[config.mk]
export PLATFORM = sky130hd
export DESIGN_NAME = wdc_watchdog
export DESIGN_NICKNAME = d
export VERILOG_FILES = /design/src/core/wdc_pkg.sv /design/src/core/wdc_watchdog.sv
export VERILOG_INCLUDE_DIRS = /design/src /design/src/core
export SDC_FILE = /design/constraint.sdc
export NUM_CORES = 1
export LEC_CHECK = 0
export CORE_UTILIZATION = 63
export CTS_CLUSTER_DIAMETER = 150
export DETAILED_ROUTE_END_ITERATION = 12
export DONT_BUFFER_PORTS = 1
export PLACE_DENSITY = 0.84
export SLEW_MARGIN = 30
export SYNTH_ARGS = -nofsm -noshare
export SYNTH_HDL_FRONTEND = slang
export SYNTH_SLANG_ARGS = --single-unit
export TNS_END_PERCENT = 100
[constraint.sdc]
create_clock -name clock_i -period 3.4 [get_ports clock_i]
set_input_delay 0.51 -clock clock_i [delete_from_list [all_inputs] [get_ports clock_i]]
set_output_delay 0.51 -clock clock_i [all_outputs]
set_load 0.01 [all_outputs]
[src/core/wdc_defines.svh]
`ifndef WDC_DEFINES_SVH
`define WDC_DEFINES_SVH

// register map
`define WDC_ADDR_W        8
`define WDC_CTRL_ADDR     8'h00

// control field positions
`define WDC_CE_BIT        4
`define WDC_ON_BIT        3
`define WDC_SEL_MSB       2
`define WDC_SEL_LSB       0
`define WDC_RES_MSB       7
`define WDC_RES_LSB       5

// reset values
`define WDC_ON_RESET      1'b0
`define WDC_SEL_RESET     3'h0
`define WDC_RDATA_RESET   8'h00

// timing
`define WDC_CE_CYCLES     3'h4
`define WDC_BASE_TICKS    16384
`define WDC_OSC_FREQ_HZ   1000000
`define WDC_CNT_W         22

// fuse level: unprogrammed reads one
`define WDC_FUSE_PROG     1'b0

`endif

[src/core/wdc_pkg.sv]
package wdc_pkg;

  typedef enum logic {
    WDC_LEVEL1 = 1'b0,
    WDC_LEVEL2 = 1'b1
  } wdc_level_t;

  typedef logic [2:0] wdc_sel_t;

  typedef logic [7:0] wdc_byte_t;

endpackage : wdc_pkg

[src/core/wdc_watchdog.sv]
// Chosen here: the strobed register port and the address map.
`timescale 1ns/1ns
`include "wdc_defines.svh"
module wdc_watchdog #(
  parameter int BASE_TICKS = `WDC_BASE_TICKS
) (
  input  wire logic                   clock_i,
  input  wire logic                   rstn_i,
  input  wire logic                   ce_i,
  input  wire logic [`WDC_ADDR_W-1:0] addr_i,
  input  wire logic [7:0]             wdata_i,
  input  wire logic                   wr_i,
  input  wire logic                   rd_i,
  output logic      [7:0]             rdata_o,
  input  wire logic                   wdt_osc_i,
  input  wire logic                   restart_instruction_i,
  input  wire logic                   safety_level_fuse_i,
  output logic                        wdt_reset_o,
  output logic                        wdt_running_o
);

  function automatic logic hits_ctrl(input logic             strobe,
                                     input logic [`WDC_ADDR_W-1:0] addr);
    return strobe && (addr == `WDC_CTRL_ADDR);
  endfunction : hits_ctrl

  function automatic logic [`WDC_CNT_W-1:0] timeout_limit(input wdc_pkg::wdc_sel_t sel);
    return `WDC_CNT_W'(BASE_TICKS) << sel;
  endfunction : timeout_limit

  wdc_pkg::wdc_level_t level;
  logic                ctrl_wr;
  logic                ctrl_rd;
  logic                w_ce;
  logic                w_on;
  wdc_pkg::wdc_sel_t   w_sel;

  // control state
  logic                on_reg;
  logic                next_on_reg;
  wdc_pkg::wdc_sel_t   sel;
  wdc_pkg::wdc_sel_t   next_sel;
  logic [2:0]          ce_cnt;
  logic [2:0]          next_ce_cnt;
  logic                change_enable_bit;
  logic                watchdog_on_bit;

  // read path
  logic [7:0]          next_rdata;

  // oscillator sampling
  logic                osc_meta;
  logic                osc_sync;
  logic                osc_last;
  logic                osc_tick;

  // time-out counter
  logic [`WDC_CNT_W-1:0] wdt_count;
  logic [`WDC_CNT_W-1:0] next_wdt_count;
  logic [`WDC_CNT_W-1:0] limit;
  logic                  next_wdt_reset;
  logic                  expire;

  // fuse decode
  assign level = (safety_level_fuse_i == `WDC_FUSE_PROG) ?
                 wdc_pkg::WDC_LEVEL2 : wdc_pkg::WDC_LEVEL1;

  assign ctrl_wr = hits_ctrl(wr_i, addr_i);
  assign ctrl_rd = hits_ctrl(rd_i, addr_i);
  assign w_ce    = wdata_i[`WDC_CE_BIT];
  assign w_on    = wdata_i[`WDC_ON_BIT];
  assign w_sel   = wdata_i[`WDC_SEL_MSB:`WDC_SEL_LSB];

  assign change_enable_bit = (ce_cnt != 3'h0);
  // level 2 forces the watchdog on
  assign watchdog_on_bit = on_reg || (level == wdc_pkg::WDC_LEVEL2);
  assign wdt_running_o   = watchdog_on_bit;

  // control register next values
  always_comb begin
    next_on_reg = on_reg;
    next_sel    = sel;
    next_ce_cnt = (ce_cnt != 3'h0) ? ce_cnt - 3'h1 : 3'h0;
    if (ctrl_wr) begin
      if (change_enable_bit) begin
        // second step of the timed sequence
        next_sel = w_sel;
        if (level == wdc_pkg::WDC_LEVEL1) begin
          next_on_reg = w_on;
        end
        // level 2 ignores the on bit, so no disable
        if (w_ce && w_on) begin
          next_ce_cnt = `WDC_CE_CYCLES;
        end else begin
          next_ce_cnt = 3'h0;
        end
      end else begin
        // ordinary write: enable only, select untouched
        next_on_reg = on_reg || w_on;
        if (w_ce && w_on) begin
          next_ce_cnt = `WDC_CE_CYCLES;
        end
      end
    end
  end

  always_ff @(posedge clock_i or negedge rstn_i) begin
    if (!rstn_i) begin
      on_reg <= `WDC_ON_RESET;
      sel    <= `WDC_SEL_RESET;
      ce_cnt <= 3'h0;
    end else if (ce_i) begin
      on_reg <= next_on_reg;
      sel    <= next_sel;
      ce_cnt <= next_ce_cnt;
    end
  end

  // read data, valid the cycle after the strobe only
  always_comb begin
    next_rdata = 8'h00;
    if (ctrl_rd) begin
      next_rdata[`WDC_RES_MSB:`WDC_RES_LSB] = 3'h0;
      next_rdata[`WDC_CE_BIT]               = change_enable_bit;
      next_rdata[`WDC_ON_BIT]               = watchdog_on_bit;
      next_rdata[`WDC_SEL_MSB:`WDC_SEL_LSB] = sel;
    end
  end

  always_ff @(posedge clock_i or negedge rstn_i) begin
    if (!rstn_i) begin
      rdata_o <= `WDC_RDATA_RESET;
    end else if (ce_i) begin
      rdata_o <= next_rdata;
    end
  end

  // oscillator synchroniser and rising edge detect
  always_ff @(posedge clock_i or negedge rstn_i) begin
    if (!rstn_i) begin
      osc_meta <= 1'b0;
      osc_sync <= 1'b0;
      osc_last <= 1'b0;
    end else if (ce_i) begin
      osc_meta <= wdt_osc_i;
      osc_sync <= osc_meta;
      osc_last <= osc_sync;
    end
  end

  assign osc_tick = osc_sync && !osc_last;

  // time-out counter and expiry pulse
  assign limit  = timeout_limit(sel);
  assign expire = watchdog_on_bit && osc_tick &&
                  ((wdt_count + `WDC_CNT_W'(1)) >= limit);

  always_comb begin
    next_wdt_count = wdt_count;
    next_wdt_reset = 1'b0;
    if (!watchdog_on_bit || restart_instruction_i) begin
      next_wdt_count = '0;
    end else if (expire) begin
      next_wdt_count = '0;
      next_wdt_reset = 1'b1;
    end else if (osc_tick) begin
      next_wdt_count = wdt_count + `WDC_CNT_W'(1);
    end
  end

  always_ff @(posedge clock_i or negedge rstn_i) begin
    if (!rstn_i) begin
      wdt_count   <= '0;
      wdt_reset_o <= 1'b0;
    end else if (ce_i) begin
      wdt_count   <= next_wdt_count;
      wdt_reset_o <= next_wdt_reset;
    end else begin
      wdt_reset_o <= 1'b0;
    end
  end
endmodule : wdc_watchdog

; ---- Yosys cells after proc, flatten, opt, wreduce, memory -nomap -nowiden
; Index checks and enable logic that the tools add are counted.
[op_classes]
n_addsub = 2
div = 0
eq_ne = 1
multipliers = 0
n_lt_le_gt_ge = 1
mux = 15
reduce_logical = 17
bitwise = 0
n_shift = 1
[ops]
columns = cell, count
row1 = two-way mux 22 bit, 3
row2 = "adder 22 x 1 -> 22 bit, second input constant", 1
row3 = >= comparator 22 bit, 1
row4 = "<< shifter 15 x 3 -> 22 bit, first input constant", 1
row5 = two-way mux 3 bit, 5
row6 = logical NOT 8 bit, 1
row7 = logical AND 1 bit, 6
row8 = two-way mux 1 bit, 6
row9 = AND reduction 3 bit, 2
row10 = nonzero test 3 bit, 2
row11 = two-way mux 5 bit, 1
row12 = logical OR 1 bit, 3
row13 = "subtractor 3 x 1 -> 3 bit, second input constant", 1
row14 = logical NOT 1 bit, 2
row15 = "inequality test 2 bit, second input constant", 1
row16 = AND reduction 2 bit, 1
[totals]
romBits = 0
out_inout_bits = 10
elab_cells = 46
latchBits = 0
ff_bits = 41
mem_count = 0
input_bits = 24
mem_bits_rw = 0

; ---- Depth between registers and ports, before layout
; Gate-level depths: netlist (run 1).
[depth]
ltp_word = 7
mapped_depth = 14
depth_no_buf = 11

; ---- Least setup slack after synthesis (run 1)
; No wires, ideal clock.
[synth_timing]
path_kind = register to register
startpoint = register wdt_count[7]
endpoint = register wdt_count[10]
setup_time_ns = 0.082
required_time_ns = 3.318
arrival_ns = 2.789
stages_incl_launch_ff = 14
path_slack_ns = 0.529
synth_period_minus_slack_ns = 2.871
path_buffers = 3
path_cell_list = dfrtp_1 buf_4 nand4_2 nor4_4 nand2_1 xnor2_1 ha_1 a31oi_1 o221ai_1 a221oi_2 buf_4 buf_4 nand3b_1 a31oi_1
[synth_between]
elab_chain_cells = 5
word_cells_on_any_way = 8
cone_classes = add/sub (1) / order compare (1) / mux (3) / reduce/logical (3)
[synth_rtl]
columns = item, line_no
row1 = "start, declared", wdc_watchdog.sv:58  ; logic [`WDC_CNT_W-1:0] wdt_count;
row2 = "start signal, assigned", wdc_watchdog.sv:176  ; wdt_count <= next_wdt_count;
row3 = adder 22 x 1 -> 22 bit (*), "wdc_watchdog.sv:156, wdc_watchdog.sv:167"
row4 = >= comparator 22 bit, wdc_watchdog.sv:156  ; ((wdt_count + `WDC_CNT_W'(1)) >= limit);
row5 = logical AND 1 bit, wdc_watchdog.sv:155  ; assign expire = watchdog_on_bit && osc_tick &&
row6 = nonzero test 3 bit (no line) / two-way mux 22 bit (equally long branches), --
row7 = AND reduction 2 bit (no line) / two-way mux 22 bit (equally long branches), --
; Every way passes the cells marked *; elsewhere a longest branch is shown, timed or not. The select of a mux whose other input is x is not followed.
; A chain may end at the register's enable or synchronous reset.

; ---- Worst setup path after layout (run 1)
[layout_timing]
startpoint = register wdt_count[0]
endpoint = register wdt_count[5]
; The elaborated chain is that of the path after synthesis.

==> results of run 1 <==
## report_power, final
part	internal [mW]	total, mW	switching [mW]
sequential	0.461	0.468	0.00724
combinational	0.0231	0.0652	0.0421
clock	0.313	0.479	0.166
total	0.797	1.01	0.216
## worst max-delay path by stage
stage                          endpoint  cells past startpoint          from
final                      wdt_count[5]                     12  wdt_count[0]
after global routing       wdt_count[9]                     12  wdt_count[0]
after CTS                  wdt_count[5]                     12  wdt_count[7]
after detailed placement   wdt_count[5]                     12  wdt_count[7]
after global placement     wdt_count[5]                     12  wdt_count[7]
after floorplan           wdt_count[10]                     13  wdt_count[7]
## layout make-up
type	instances	area [µm²]	area share (%)
multi-input combinational	180	1264	49.51
clock buffer	6	82.58	3.235
tap	46	57.56	2.255
inverter	16	60.06	2.353
timing repair buffer	7	77.57	3.039
sequential	38	950.9	37.25
clock inverter	2	60.06	2.353
## per-layer routing
metal / vias up / part of all wire [%] / track usage (%)
met5: - / 0 / 0
met4: 0 / 0.92 / 7.558
met3: 5 / 4.3 / 5.435
li1: 931 / - / -
met1: 918 / 45 / 33.69
met2: 45 / 49 / 42.07
## synthesized netlist by cell type (all sizes together)
cell type	number	share of area, %
and3	8	2.1
a2bb2oi	1	0.37
nor4	2	1.8
nor2b	3	0.80
mux2	6	2.9
conb	1	0.16
and4	2	0.75
buf	11	3.1
nor2	5	0.80
nand3	21	4.9
or3	2	0.53
o21ai	10	2.1
nand2	19	3.0
nand4b	1	0.37
a32o	2	0.85
o22ai	6	1.6
ha	10	5.3
nor3	6	1.8
nand4	4	1.3
xnor2	4	1.5
nand3b	13	4.2
xor2	2	0.75
a21oi	2	0.43
o221ai	1	0.37
a41oi	3	1.1
and2	3	0.96
o31ai	1	0.32
inv	16	2.6
o211ai	1	0.32
dfrtp	38	40
clkbuf	7	1.1
or3b	2	0.75
o31a	1	0.37
or4	2	0.80
a221oi	1	0.64
a31oi	33	8.8
## cell families (layout without fill, tap and decap cells)
family                     Yosys count  in the layout  share of synthesized area, %
other                                1              3                        0.1596
DFF                                 38             38                         40.47
xor gates and xnor gates             6              6                         2.236
AOI/OAI and AO/OA                   62             62                         17.31
and+or+nand+nor                     93             93                         24.87
buffers and inverters               34             31                         6.763
adders and majority gates           10             10                         5.325
muxes                                6              6                         2.875
## metrics by stage
stage	hold WS, ns	power (mW)	util (%)
floorplan	0.2144	0.5256	-
global placement	0.2151	0.5286	68.99
detailed placement	0.2152	0.5310	68.99
CTS	0.04997	1.018	73.72
global route	0.05551	1.042	74.15
finish	0.04403	1.012	74.15
## worst max-delay path, cell delays in order (launching register included)
cell	delay, ns
sky130_fd_sc_hd__dfrtp_1	0.42
sky130_fd_sc_hd__ha_1	0.23
sky130_fd_sc_hd__nand3_1	0.21
sky130_fd_sc_hd__nor4_4	0.22
sky130_fd_sc_hd__buf_4	0.20
sky130_fd_sc_hd__and2_4	0.16
sky130_fd_sc_hd__xor2_1	0.18
sky130_fd_sc_hd__ha_1	0.25
sky130_fd_sc_hd__and4_1	0.22
sky130_fd_sc_hd__a221oi_4	0.33
sky130_fd_sc_hd__buf_12	0.24
sky130_fd_sc_hd__nand2_1	0.17
sky130_fd_sc_hd__o211ai_1	0.21
## what timing repair did
item,CTS,global route
endpoints found under the hold margin,38,0
hold buffers,1,0
setup buffers,0,2
setup endpoints to repair,0,8
==> run summary, run 1 <==
======================================================================================
Max-slew violation total from the final report ..........................            0
Number of buffers on the longest clock path .............................            2
Detail Placement HPWL ...................................................      3051 µm
Post-placement setup slack ..............................................    0.2158 ns
Post-route ant nets .....................................................            0
Critical Path End Type ..................................................    flip-flop
Clock tree from TritonCTS ...............................................        built
Transition at the pin with the smallest max-transition slack ............    0.9588 ns
Wire length per cell ....................................................     15.51 µm
Placer Congestion .......................................................       0.7852
Post-placement cell count ...............................................          284
Required time worst endpoint ............................................      3.61 ns
Clock slew at the register clock pins of the worst setup and hold paths .      0.08 ns
Height of the die .......................................................     63.07 µm
Worst-case register-to-register setup slack .............................      0.26 ns
Antenna diode instance count ............................................            0
Number of vias in the routed layout .....................................         1899
Largest registers ranked by flip-flop count ............................. wdt_count: 22 flops, rdata_o: 5 flops
Final standard cell count with taps included and fillers excluded .......          295
Min-Delay Path Class ....................................................  in -> async
Total grt overflow ......................................................            0
Total Routing Usage GR ..................................................       25.55%
Yosys Warn Count ........................................................            0
Cell count after synthesis ..............................................          250
Sequential fraction of the synthesis area ...............................       40.47%
Worst reg2reg path depth ................................................           12
Layout-stage area growth over the synthesis result ......................       8.626%
Cells resized by post-CTS repair ........................................            0
Leakage component of the power ..........................................     1.114 nW
Final worst-path cycle share ............................................       92.34%
Clock latency on the worst-skew pair ....................................      0.30 ns
Number of nets in the layout ............................................          282
Largest clock skew in the final design ..................................  0.008343 ns
Commonest non-fill, non-tap cell in the layout .......................... sky130_fd_sc_hd__dfrtp_1
Critical path fanouts, max ..............................................           39
Maximum level of the CTS H-tree .........................................            2
Wire length of the first global-routing pass ............................      8031 µm
Vias in the first global route ..........................................         1800
Placed Area .............................................................     2375 µm²
Leading cell types in the layout, fill and taps excluded ................ 38 x sky130_fd_sc_hd__dfrtp_1, 33 x sky130_fd_sc_hd__a31oi_1, 19 x sky130_fd_sc_hd__nand3_1, 19 x sky130_fd_sc_hd__nand2_1, 16 x sky130_fd_sc_hd__inv_1
Max frequency ...........................................................    318.5 MHz
RSZ-0062 raised after global routing ....................................        false
Per-instance average area after synthesis ...............................    9.399 µm²
Smallest setup slack after layout .......................................    0.2606 ns
Number of antenna violations at the first check in global routing .......            0
Final setup violation count .............................................            0
Drt first-iter violations ...............................................          188
First drt pass iteration count ..........................................            4
Fraction of layout cells with a size suffix above 1 .....................       12.45%
Count of unique library cells instantiated by Yosys .....................           45
Total die area ..........................................................     3978 µm²
Signal arrival time at the worst endpoint ...............................      3.35 ns
Post-synthesis register bit count .......................................           38
Mapped Area .............................................................     2350 µm²
CTS buffer count ........................................................            5
Final critical-path required period .....................................     3.139 ns
Number of maximum-capacitance constraint violations .....................            0
Core ar. ................................................................     3442 µm²
Die width ...............................................................     63.07 µm
Largest register FFs ....................................................           22
Number of core rows .....................................................           21
Category of the worst setup path launch point ...........................    flip-flop
Setup TNS after final layout ............................................         0 ns
Total detailed-routing wirelength .......................................      4576 µm
Number of clock sinks ...................................................           38
Clock tree root buffer cell ............................................. sky130_fd_sc_hd__clkbuf_8
Pin count of the biggest net entering global routing ....................           40
R2r endpoint ............................................................ wdt_count[5]
Number of filler cells placed in the layout .............................          242
Worst max-slew margin expressed relative to the limit ...................       35.53%
Top reg by flops ........................................................    wdt_count
Final std cell area, no fill ............................................     2552 µm²
Detail-routed via count per cell ........................................        6.437
I/O pin count ...........................................................           34
Maximum resistive drop on vdd ...........................................     341.1 µV
Final-report hold violation count .......................................            0
Worst setup path category ...............................................   reg -> reg
Effective utilization at floorplan ......................................       68.27%
RR Startpoint ........................................................... wdt_count[0]
Post-detailed-route DRC marker count ....................................            0
Number of I/O port buffers ..............................................            0
Outcome ................................................................. complete, no violations
Power density cells ..................................................... 396.6 nW/µm²
======================================================================================
Note: power is estimated with default switching activity, not from simulation.
==> run 2: changes to the inputs <==
- CORE_ASPECT_RATIO: unset -> 2
- CORE_UTILIZATION: 63 -> 68
- PLACE_DENSITY: 0.84 -> 0.89
- clock period: 3.4 -> 3.66 ns (I/O delays scaled with it)
==> run summary, run 2 (synthesis results as in run 1) <==
======================================================================================
Wire length of the first global-routing pass ............................      7886 µm   -1.8%
Maximum level of the CTS H-tree .........................................            2   unchanged
Final Hold Slack ........................................................   0.08633 ns   +0.04230 ns
Final setup violation count .............................................            0   unchanged
Required time worst endpoint ............................................      3.86 ns   +0.25 ns
I/O pin count ...........................................................           34   unchanged
Final worst-path cycle share ............................................       92.54%   +0.20 points
Final critical-path required period .....................................     3.387 ns   +0.2475 ns
Critical Path End Type ..................................................    flip-flop
RR Startpoint ........................................................... wdt_count[0]
Largest register FFs ....................................................           22   unchanged
Clock tree root buffer cell ............................................. sky130_fd_sc_hd__clkbuf_8
Total grt overflow ......................................................            0   unchanged
Detail-routed via count per cell ........................................        6.882   +6.9%
Maximum resistive drop on vdd ...........................................     538.6 µV   +58%
Post-cts hold buffer count ..............................................            1   unchanged
Core ar. ................................................................     3229 µm²   -6.2%
Number of nets in the layout ............................................          281   -0.35%
Outcome ................................................................. complete, no violations
Pin count of the biggest net entering global routing ....................           40   unchanged
Largest registers ranked by flip-flop count ............................. wdt_count: 22 flops, rdata_o: 5 flops
Clock latency on the worst-skew pair ....................................      0.29 ns   about the same
Number of buffers on the longest clock path .............................            2   unchanged
Final std cell area, no fill ............................................     2480 µm²   -2.8%
RSZ-0062 raised after global routing ....................................        false
Critical path fanouts, max ..............................................           14   -64%
Wire length per cell ....................................................     17.14 µm   +11%
Effective utilization at floorplan ......................................       72.76%   +4.5 points
Number of clock sinks ...................................................           38   unchanged
Leakage component of the power ..........................................     1.088 nW   -2.4%
Post-route ant nets .....................................................            0   unchanged
Worst setup path category ...............................................   reg -> reg
Worst max-slew margin expressed relative to the limit ...................       40.83%   +5.3 points
Layout-stage area growth over the synthesis result ......................       5.538%
Number of I/O port buffers ..............................................            0   unchanged
Number of core rows .....................................................           29   +38%
Setup TNS after final layout ............................................         0 ns   unchanged
Detail Placement HPWL ...................................................      3416 µm   +12%
CTS buffer count ........................................................            5   unchanged
Post-placement setup slack ..............................................    0.2809 ns   +0.06509 ns
Min-Delay Path Class ....................................................  in -> async
Drt first-iter violations ...............................................           49   -74%
Critical path startpoint ................................................ wdt_count[0]
Placed Area .............................................................     2351 µm²   -1.0%
Total detailed-routing wirelength .......................................      4783 µm   +4.5%
Height of the die .......................................................     85.13 µm   +35%
Die width ...............................................................     43.57 µm   -31%
Category of the worst setup path launch point ...........................    flip-flop
Number of vias in the routed layout .....................................         1920   +1.1%
Leading cell types in the layout, fill and taps excluded ................ 38 x sky130_fd_sc_hd__dfrtp_1, 33 x sky130_fd_sc_hd__a31oi_1, 19 x sky130_fd_sc_hd__nand3_1, 19 x sky130_fd_sc_hd__nand2_1, 16 x sky130_fd_sc_hd__inv_1
Total die area ..........................................................     3709 µm²   -6.8%
Top reg by flops ........................................................    wdt_count
Vias in the first global route ..........................................         1840   +2.2%
Number of antenna violations at the first check in global routing .......            0   unchanged
Commonest non-fill, non-tap cell in the layout .......................... sky130_fd_sc_hd__dfrtp_1
Clock slew at the register clock pins of the worst setup and hold paths .      0.08 ns   about the same
Largest clock skew in the final design ..................................  0.008479 ns   +0.0001359 ns
Max-slew violation total from the final report ..........................            0   unchanged
Clock tree from TritonCTS ...............................................        built
Cells resized by post-CTS repair ........................................            0   unchanged
Final-report hold violation count .......................................            0   unchanged
Transition at the pin with the smallest max-transition slack ............    0.8801 ns   -0.07878 ns
Number of maximum-capacitance constraint violations .....................            0   unchanged
Post-detailed-route DRC marker count ....................................            0   unchanged
Total Routing Usage GR ..................................................       28.37%   +2.8 points
Fraction of layout cells with a size suffix above 1 .....................       12.10%   -0.35 points
Max frequency ...........................................................    295.3 MHz   -7.3%
First drt pass iteration count ..........................................            4   unchanged
Antenna diode instance count ............................................            0   unchanged
Power density cells ..................................................... 340.9 nW/µm²   -14%
Smallest setup slack after layout .......................................    0.2731 ns   +0.01253 ns
Signal arrival time at the worst endpoint ...............................      3.59 ns   +0.24 ns
Post-CTS Setup Repair Bufs ..............................................            0   unchanged
Placer Congestion .......................................................       0.8312   +5.9%
======================================================================================
-- run 2: cell count changes in the layout (fill, tap and decap cells not counted) --
| cell | before | now |
|---|---|---|
| sky130_fd_sc_hd__clkinv_2 | 0 | 2 |
| sky130_fd_sc_hd__buf_12 | 2 | 1 |
| sky130_fd_sc_hd__bufinv_16 | 2 | 1 |
| sky130_fd_sc_hd__clkbuf_8 | 6 | 5 |
-- run 2: path summary, 6_finish.rpt --
| path | to | slack, ns | depth (start not counted) |
|---|---|---|---|
| setup / recovery | wdt_count[13] | 0.27 | 12 |
| hold / removal | wdt_count[6] | 0.09 | 1 |
| setup reg to reg | wdt_count[13] | 0.27 | 12 |
| hold reg to reg | wdt_count[13] | 0.50 | 1 |
| max in group asynchronous | rdata_o[4] | 3.38 | 1 |
| min in group clock_i | ce_cnt[0] | 0.36 | 1 |
-- run 2: area by class of cell --
| class | count | area (µm²) |
|---|---|---|
| timing repair buffer | 6 | 57.56 |
| clock inverter | 3 | 40.04 |
| sequential | 38 | 950.9 |
| clock buffer | 5 | 68.82 |
| inverter | 16 | 60.06 |
| multi-input combinational | 180 | 1264 |
| fill | 232 | 749.5 |
| tap | 31 | 38.79 |
-- run 2: critical path, stage by stage (launching register included) --
cell,delay [ns]
sky130_fd_sc_hd__dfrtp_1,0.46
sky130_fd_sc_hd__ha_1,0.25
sky130_fd_sc_hd__nand3_1,0.21
sky130_fd_sc_hd__nor4_4,0.30
sky130_fd_sc_hd__nand2_1,0.15
sky130_fd_sc_hd__xnor2_1,0.15
sky130_fd_sc_hd__ha_1,0.31
sky130_fd_sc_hd__a31oi_1,0.17
sky130_fd_sc_hd__o221ai_1,0.21
sky130_fd_sc_hd__a221oi_4,0.51
sky130_fd_sc_hd__buf_4,0.28
sky130_fd_sc_hd__nand3b_1,0.10
sky130_fd_sc_hd__a31oi_1,0.19
-- run 2: per-stage QoR --
| step | utilization [%] | instances | power [mW] |
|---|---|---|---|
| 6_report | 76.79 | 279 | 0.8453 |
| 5_1_grt | 76.79 | 279 | 0.8780 |
| 4_1_cts | 76.79 | 279 | 0.8497 |
| 3_5_place_dp | 72.80 | 270 | 0.4933 |
| 3_3_place_gp | 72.80 | 270 | 0.4905 |
| 2_1_floorplan | - | 252 | 0.4883 |
-- run 2: power breakdown --
group / internal, mW / switching (mW) / leakage [nW]
logic: 0.0214 / 0.0388 / 0.506
registers: 0.428 / 0.00780 / 0.524
clock network: 0.201 / 0.149 / 0.0579
total: 0.650 / 0.195 / 1.09
-- run 2: metal layers --
layer	vias up	global-route usage [%]	share of wire, %
met4	0	13.64	3.4
met3	14	5.106	2.4
met1	937	32.33	39
li1	930	-	-
met5	-	0	0
met2	39	48.98	55
